==> config.mk <==
export PLATFORM = sky130hd
export DESIGN_NAME = button_power_reset_sequencer
export DESIGN_NICKNAME = d
export VERILOG_FILES = /design/src/verilog/pwr_seq_pkg.sv /design/src/verilog/hold_timer.sv /design/src/verilog/pulse_gen.sv /design/src/verilog/button_power_reset_sequencer.sv
export VERILOG_INCLUDE_DIRS = /design/src /design/src/verilog
export SDC_FILE = /design/constraint.sdc
export NUM_CORES = 1
export LEC_CHECK = 0
export ABC_AREA = 1
export BUFFER_PORTS_ARGS = -buffer_cell sky130_fd_sc_hd__buf_2
export CAP_MARGIN = 5
export CORE_MARGIN = 2
export CORE_UTILIZATION = 30
export DETAILED_ROUTE_END_ITERATION = 8
export GPL_TIMING_DRIVEN = 0
export HOLD_SLACK_MARGIN = 0.1
export PLACE_DENSITY_LB_ADDON = 0.3
export SYNTH_ARGS = -nofsm -noshare
export SYNTH_HDL_FRONTEND = slang
export SYNTH_HIERARCHICAL = 1
export SYNTH_SLANG_ARGS = --single-unit
==> constraint.sdc <==
create_clock -name mclk -period 2.2 [get_ports mclk]
set_input_delay 0.44 -clock mclk [delete_from_list [all_inputs] [get_ports mclk]]
set_output_delay 0.44 -clock mclk [all_outputs]
set_load 0.01 [all_outputs]
==> src/verilog/pwr_seq_map.svh <==
// constants for the button power and reset sequencer
`ifndef PWR_SEQ_MAP_SVH
`define PWR_SEQ_MAP_SVH
`define CLK_HZ 100000000
`define HOLD_QUAL_MS 1000
`define HOLD_WAKE_MS 3000
`define HOLD_FULL_MS 5000
`define PULSE_WIDTH_DEF 16'h0064
`define CNT_W 32
`endif

==> src/verilog/pwr_seq_pkg.sv <==
// types for the button power and reset sequencer
`default_nettype none
package pwr_seq_pkg;
  typedef enum logic [1:0] {
    st_s0,
    st_s3,
    st_s4,
    st_s5
  } pwr_state_t;
  typedef enum logic [1:0] {
    sleep_req_none,
    sleep_req_s3,
    sleep_req_s4,
    sleep_req_s5
  } sleep_req_t;
endpackage : pwr_seq_pkg
`default_nettype wire

==> src/verilog/hold_timer.sv <==
// synchroniser and hold-time counter for one push button
`default_nettype none
`include "pwr_seq_map.svh"
module hold_timer (
  input wire logic mclk,
  input wire logic nrst,
  input wire logic btn_raw,
  output logic btn_level,
  output logic [`CNT_W-1:0] held_cycles,
  output logic released
);
  logic sync_a;
  logic sync_b;
  always_ff @(posedge mclk or negedge nrst) begin
    if (!nrst) begin
      sync_a <= 1'b0;
      sync_b <= 1'b0;
    end else begin
      sync_a <= btn_raw;
      sync_b <= sync_a;
    end
  end
  always_ff @(posedge mclk or negedge nrst) begin
    if (!nrst) begin
      btn_level <= 1'b0;
      held_cycles <= '0;
      released <= 1'b0;
    end else begin
      btn_level <= sync_b;
      released <= btn_level && !sync_b;
      if (!sync_b)
        held_cycles <= '0;
      else if (held_cycles != {`CNT_W{1'b1}})
        held_cycles <= held_cycles + `CNT_W'(1);
    end
  end
endmodule : hold_timer
`default_nettype wire

==> src/verilog/pulse_gen.sv <==
// programmable width pulse generator for reset outputs
`default_nettype none
module pulse_gen (
  input wire logic mclk,
  input wire logic nrst,
  input wire logic fire,
  input wire logic [15:0] width,
  output logic pulse
);
  logic [15:0] left;
  always_ff @(posedge mclk or negedge nrst) begin
    if (!nrst) begin
      left <= 16'h0000;
      pulse <= 1'b0;
    end else if (fire && left == 16'h0000) begin
      left <= (width == 16'h0000) ? 16'h0001 : width;
      pulse <= 1'b1;
    end else if (left > 16'h0001) begin
      left <= left - 16'h0001;
    end else begin
      left <= 16'h0000;
      pulse <= 1'b0;
    end
  end
endmodule : pulse_gen
`default_nettype wire

==> src/verilog/button_power_reset_sequencer.sv <==
// push-button power state and reset sequencer top level
// What this block does
// - track power states S0, S3, S4, S5
// - leave S0 on software or button request
// - wake from any standby after 3 s hold
// - usb wake only in S3 or S4
// - usb wake needs device attached whole sleep
// - power button acts only after >1 s hold
// - button: on when off, configured sleep, wake
// - reset held 1..5 s: module-only reset
// - reset held >=5 s: full reset on release
// - reset press under 1 s is ignored
`default_nettype none
`include "pwr_seq_map.svh"
module button_power_reset_sequencer
  import pwr_seq_pkg::*;
#(
  parameter int unsigned QUAL_CYC =
    `CLK_HZ / 1000 * `HOLD_QUAL_MS,
  parameter int unsigned WAKE_CYC =
    `CLK_HZ / 1000 * `HOLD_WAKE_MS,
  parameter int unsigned FULL_CYC =
    `CLK_HZ / 1000 * `HOLD_FULL_MS
) (
  input wire logic mclk,
  input wire logic nrst,
  input wire logic power_button,
  input wire logic dual_stage_reset_switch,
  input wire pwr_seq_pkg::sleep_req_t sw_sleep_req,
  input wire pwr_seq_pkg::sleep_req_t button_sleep_cfg,
  input wire logic usb_wake,
  input wire logic usb_attached,
  input wire logic [15:0] reset_pulse_width,
  output pwr_seq_pkg::pwr_state_t power_state,
  output logic system_on,
  output logic module_reset,
  output logic system_reset
);
  import pwr_seq_pkg::*;

  logic pb_level;
  logic [`CNT_W-1:0] pb_held;
  logic rb_level;
  logic [`CNT_W-1:0] rb_held;
  logic rb_released;
  logic pb_armed;
  logic pb_qual;
  logic usb_ok;
  logic usb_armed;
  logic fire_module;
  logic fire_full;
  logic [`CNT_W-1:0] rb_last;

  hold_timer u_pb (
    .mclk(mclk),
    .nrst(nrst),
    .btn_raw(power_button),
    .btn_level(pb_level),
    .held_cycles(pb_held),
    .released()
  );

  hold_timer u_rb (
    .mclk(mclk),
    .nrst(nrst),
    .btn_raw(dual_stage_reset_switch),
    .btn_level(rb_level),
    .held_cycles(rb_held),
    .released(rb_released)
  );

  function automatic logic is_asleep(input pwr_state_t s);
    return s == st_s3 || s == st_s4;
  endfunction : is_asleep

  // threshold per state: longer hold needed to wake
  function automatic logic [`CNT_W-1:0] pb_need(input pwr_state_t s);
    return (s == st_s0) ? `CNT_W'(QUAL_CYC) : `CNT_W'(WAKE_CYC);
  endfunction : pb_need

  // one action per press, fires once threshold exceeded
  always_ff @(posedge mclk or negedge nrst) begin
    if (!nrst) begin
      pb_armed <= 1'b1;
      pb_qual <= 1'b0;
    end else begin
      pb_qual <= 1'b0;
      if (!pb_level)
        pb_armed <= 1'b1;
      else if (pb_armed && pb_held > pb_need(power_state)) begin
        pb_armed <= 1'b0;
        pb_qual <= 1'b1;
      end
    end
  end

  // usb attachment must hold through the whole sleep
  always_ff @(posedge mclk or negedge nrst) begin
    if (!nrst) begin
      usb_ok <= 1'b0;
    end else if (power_state == st_s0) begin
      usb_ok <= usb_attached;
    end else if (!usb_attached) begin
      usb_ok <= 1'b0;
    end
  end

  assign usb_armed = usb_ok && usb_attached && usb_wake &&
    is_asleep(power_state);

  always_ff @(posedge mclk or negedge nrst) begin
    if (!nrst) begin
      power_state <= st_s5;
    end else begin
      case (power_state)
        st_s0: begin
          if (sw_sleep_req != sleep_req_none) begin
            power_state <= pwr_state_t'(sw_sleep_req);
          end else if (pb_qual) begin
            power_state <= (button_sleep_cfg == sleep_req_none) ?
              st_s5 : pwr_state_t'(button_sleep_cfg);
          end
        end
        st_s3, st_s4: begin
          if (pb_qual || usb_armed)
            power_state <= st_s0;
        end
        st_s5: begin
          if (pb_qual)
            power_state <= st_s0;
        end
        default: power_state <= st_s5;
      endcase
    end
  end

  assign system_on = power_state == st_s0;

  // classify reset press at release
  always_ff @(posedge mclk or negedge nrst) begin
    if (!nrst) begin
      rb_last <= '0;
      fire_module <= 1'b0;
      fire_full <= 1'b0;
    end else begin
      if (rb_level)
        rb_last <= rb_held;
      fire_module <= rb_released && rb_last >= `CNT_W'(QUAL_CYC) &&
        rb_last < `CNT_W'(FULL_CYC);
      fire_full <= rb_released &&
        rb_last >= `CNT_W'(FULL_CYC);
    end
  end

  pulse_gen u_mod_rst (
    .mclk(mclk),
    .nrst(nrst),
    .fire(fire_module),
    .width(reset_pulse_width),
    .pulse(module_reset)
  );

  pulse_gen u_sys_rst (
    .mclk(mclk),
    .nrst(nrst),
    .fire(fire_full),
    .width(reset_pulse_width),
    .pulse(system_reset)
  );

  property p_short_reset_ignored;
    @(posedge mclk) disable iff (!nrst)
      rb_released && rb_last < `CNT_W'(QUAL_CYC) |=> !fire_module && !fire_full;
  endproperty
  a_short_reset_ignored: assert property (p_short_reset_ignored)
    else $error("short reset press produced a reset");

  property p_module_pulse;
    @(posedge mclk) disable iff (!nrst)
      fire_module && !module_reset |=> module_reset;
  endproperty
  a_module_pulse: assert property (p_module_pulse)
    else $error("module reset did not pulse");

  property p_full_pulse;
    @(posedge mclk) disable iff (!nrst)
      fire_full && !system_reset |=> system_reset;
  endproperty
  a_full_pulse: assert property (p_full_pulse)
    else $error("system reset did not pulse");

  property p_full_not_module;
    @(posedge mclk) disable iff (!nrst) fire_full |-> !fire_module;
  endproperty
  a_full_not_module: assert property (p_full_not_module)
    else $error("both reset kinds fired");

  property p_qual_hold;
    @(posedge mclk) disable iff (!nrst)
      pb_qual |-> $past(pb_held) > `CNT_W'(QUAL_CYC);
  endproperty
  a_qual_hold: assert property (p_qual_hold)
    else $error("power button acted before one second");

  property p_usb_only_asleep;
    @(posedge mclk) disable iff (!nrst)
      $past(power_state) == st_s5 && power_state == st_s0 |->
        $past(pb_qual);
  endproperty
  a_usb_only_asleep: assert property (p_usb_only_asleep)
    else $error("left off state without button");

  property p_usb_detach;
    @(posedge mclk) disable iff (!nrst)
      is_asleep(power_state) && !usb_attached |=> !usb_ok;
  endproperty
  a_usb_detach: assert property (p_usb_detach)
    else $error("usb wake kept after detach");

  property p_sw_sleep;
    @(posedge mclk) disable iff (!nrst)
      power_state == st_s0 && sw_sleep_req == sleep_req_s3 |=>
        power_state == st_s3;
  endproperty
  a_sw_sleep: assert property (p_sw_sleep)
    else $error("software sleep request not taken");

  property p_sw_sleep_any;
    @(posedge mclk) disable iff (!nrst)
      power_state == st_s0 && sw_sleep_req != sleep_req_none |=>
        power_state != st_s0;
  endproperty
  a_sw_sleep_any: assert property (p_sw_sleep_any)
    else $error("software request did not leave running state");

  property p_button_sleep;
    @(posedge mclk) disable iff (!nrst)
      power_state == st_s0 && sw_sleep_req == sleep_req_none && pb_qual |=>
        power_state != st_s0;
  endproperty
  a_button_sleep: assert property (p_button_sleep)
    else $error("qualified press did not leave running state");

  property p_button_power_on;
    @(posedge mclk) disable iff (!nrst)
      power_state == st_s5 && pb_qual |=> power_state == st_s0;
  endproperty
  a_button_power_on: assert property (p_button_power_on)
    else $error("qualified press did not power on");

  property p_wake_hold;
    @(posedge mclk) disable iff (!nrst)
      pb_qual && $past(power_state) != st_s0 |->
        $past(pb_held) > `CNT_W'(WAKE_CYC);
  endproperty
  a_wake_hold: assert property (p_wake_hold)
    else $error("wake press acted before its hold time");

  property p_one_action;
    @(posedge mclk) disable iff (!nrst)
      pb_qual |=> !pb_qual;
  endproperty
  a_one_action: assert property (p_one_action)
    else $error("one press gave two actions");

  property p_usb_wake;
    @(posedge mclk) disable iff (!nrst)
      is_asleep(power_state) && usb_ok && usb_attached && usb_wake |=>
        power_state == st_s0;
  endproperty
  a_usb_wake: assert property (p_usb_wake)
    else $error("usb wake not taken while asleep");

  property p_sleep_holds;
    @(posedge mclk) disable iff (!nrst)
      is_asleep(power_state) && !pb_qual && !usb_armed |=>
        $stable(power_state);
  endproperty
  a_sleep_holds: assert property (p_sleep_holds)
    else $error("sleep state left without a wake event");

  property p_module_on_release;
    @(posedge mclk) disable iff (!nrst)
      fire_module |-> $past(rb_released) &&
        $past(rb_last) >= `CNT_W'(QUAL_CYC) &&
        $past(rb_last) < `CNT_W'(FULL_CYC);
  endproperty
  a_module_on_release: assert property (p_module_on_release)
    else $error("module reset without a mid-length press");

  property p_full_on_release;
    @(posedge mclk) disable iff (!nrst)
      fire_full |-> $past(rb_released) &&
        $past(rb_last) >= `CNT_W'(FULL_CYC);
  endproperty
  a_full_on_release: assert property (p_full_on_release)
    else $error("full reset without a long press");

  c_power_on: cover property (@(posedge mclk) disable iff (!nrst)
    $past(power_state) == st_s5 && power_state == st_s0);
  c_usb_wake: cover property (@(posedge mclk) disable iff (!nrst)
    usb_armed);
  c_mod_rst: cover property (@(posedge mclk) disable iff (!nrst)
    fire_module);
  c_full_rst: cover property (@(posedge mclk) disable iff (!nrst)
    fire_full);
  c_btn_sleep: cover property (@(posedge mclk) disable iff (!nrst)
    power_state == st_s0 && pb_qual && sw_sleep_req == sleep_req_none);
endmodule : button_power_reset_sequencer
`default_nettype wire

==> run metrics <==
GRT Total Usage 15.4%; grt ovf 0; setup_tns 0 ns; 1st-iter DRT viols 389; leading cell type in the layout, fill and taps excluded nand2_1; max-cap check violation count 0; total chip power 6.19 mW; element type at the critical path start flop; Die Ht 173 um; ant diodes 0; CP top delay family flip-flops; Worst-Margin Slew 0.637 ns; sw power approximately 1.6 mW; Clock power frac a little under 50%; CTS H-Tree Depth 4; initial core utilization 30.7%; Static Leak about 4.8 nW; VDD IR max 515 uV; Hold Startpoint power_button; Num CTS Buffers 17; Worst Hold Class input port to flop; delay of the slowest critical-path stage around 0.55 ns; Worst Path Required 2.52 ns; crit end category flop; first-pass GRT wire length 37200 um; largest net degree at the start of global routing 76; skew final 0.0128 ns; Die ar. 29900 sq um; CP max FO 7; r2r startpoint power_state[0]$_DFFE_PN1P_; Hold WS around 0.12 ns; Hold Path Sink u_pb/sync_a$_DFF_PN0_; Crit path arrival time around 2.4 ns; Slowest-stage cell, CP dfstp_2; DP Worst Slack 0.171 ns; yosys warns 6; commonest non-fill, non-tap cells in the layout nand2_1, nor2_1, dfrtp_1; syn_nets 1275; count of final max-slew check failures 0; CP cell instances inv_1, ha_1, buf_6, inv_8, ha_1, nand2_1, o21a_1, nand2_1, nand3_2, nand3_2, nand2_2, nor2_2; number of remaining DRC errors 0; clk sink count 136; Row Count 61; Syn Std Cell Area 8570 sq um; Die Wd between 150 and 200 um; WL per Instance 13.0 um; CTS tree done; Final GP Congestion 0.883; I/O Buffers 30; antenna violations before repair 0; clock buffer depth 2; post-CTS sizing 0; Comb power frac under 10%; Worst R2R Path Depth 12; WHS Path Cells 1; layout cells sized above 1 13.7%; CTS root buf clkbuf_16; total core area 27900 sq um; register share of total power 41.8%; worst path bufs/invs 3; Tcrit/Tclk final 92.2%; worst skew pair latency between 0.4 and 0.5 ns; crit path kind flop to flop; Top Ports 31; status complete, no violations; DRT Pass-1 Iters 5; post-synthesis cell count 1238; clock transition at the registers of the reported paths ~0.06 ns; hold violation total from the final report 0; HPWL Detailed 16400 um; DR vias/cell 4.54; Final Setup Violations 0; Mapped Avg Cell Area 6.93 sq um; Detail Route Antenna Nets 0; vias 7629; Nets approximately 1300; RSZ-0062 raised after global routing no; PnR worst setup slack 0.171 ns; DRT Wirelength 21900 um; area grow syn2layout 15.1%; minimum clock period ~2.0 ns; Placed Instance Area 9230 sq um; Slew HR 57.6%; final non-filler cell area 9870 sq um; multi-input combinational cell area 4540 sq um; Sequential cell area 3410 sq um; Switching Share 25.2%; Int Pwr 4.63 mW; Pwr Density approximately 630 nW/um^2; fill cell count 3022; Achievable Freq roughly 500 MHz; setup slack, reg-to-reg 0.17 ns; number of global-route vias before repair between 7000 and 8000; r2r endpoint pb_qual$_DFF_PN0_
==> metrics by stage <==
stage	utilization, %	cells
detailed placement	33.0	1647
global route	35.3	1681
CTS	35.3	1681
global placement	32.9	1646
floorplan	-	1238
finish	35.3	1681
==> layout make-up <==
class / count / share of cell area (%)
multi-input cells: 960 / 46.0
well taps: 378 / 4.79
inverters: 118 / 4.60
plain buffers: 24 / 1.72
repair buffers: 33 / 2.07
clock inverters: 11 / 1.47
clock buffers: 21 / 4.77
flip-flops and latches: 136 / 34.5
==> worst max-delay path by stage <==
stage,start,to,slack [ns],cells past startpoint
final,power_state[0]$_DFFE_PN1P_,pb_qual$_DFF_PN0_,0.17,12
after global routing,power_state[0]$_DFFE_PN1P_,pb_qual$_DFF_PN0_,0.02,10
after CTS,power_state[0]$_DFFE_PN1P_,pb_qual$_DFF_PN0_,0.17,12
after detailed placement,power_state[0]$_DFFE_PN1P_,pb_qual$_DFF_PN0_,0.17,12
after global placement,nrst,u_mod_rst/left[14]$_DFF_PN0_,-1.44,1
after floorplan,power_state[0]$_DFFE_PN1P_,pb_qual$_DFF_PN0_,0.28,12
==> timing repair <==
action | 4_1_cts | 5_1_grt
setup endpoints to repair | 0 | 0
setup buffers | 0 | 0
hold endpoints to repair | 62 | 0
hold buffers | 2 | 0
==> flip-flops by register name, indices dropped and copies added, names as in the netlist, 2 cells and up <==
signal and count:
u_rb/held_cycles 32, u_sys_rst/left 16, rb_last 24, u_pb/held_cycles 32, u_mod_rst/left 16, power_state 2
==> per-layer routing <==
| metal | GRT usage, % | up-vias | share of wire, % |
|---|---|---|---|
| met5 | 0 | - | 0 |
| met4 | 4.63 | 0 | 1.4 |
| met3 | 2.79 | 26 | 3.3 |
| met2 | 25.0 | 132 | 46 |
| met1 | 20.8 | 3510 | 49 |
| li1 | - | 3961 | - |
==> power groups by stage <==
stage / combinational, mW / clock (mW) / sequential (mW)
2_1_floorplan: 0.383 / 0 / 2.63
3_3_place_gp: 0.588 / 0 / 2.63
3_5_place_dp: 0.608 / 0 / 2.63
4_1_cts: 0.614 / 3.10 / 2.59
5_1_grt: 0.677 / 3.23 / 2.59
6_report: 0.600 / 3.00 / 2.59
==> worst reg2reg max path: cells and delay by family, from the launching register on <==
| kind | cells | cell delay, ns |
|---|---|---|
| flip-flops | 1 | 0.55 |
| buffers and inverters | 3 | 0.30 |
| AND/OR/NAND/NOR | 6 | 0.49 |
| adder cells (fa/ha/maj) | 2 | 0.45 |
| AO/OA/AOI/OAI | 1 | 0.13 |
Note: power is estimated with default switching activity, not from simulation.
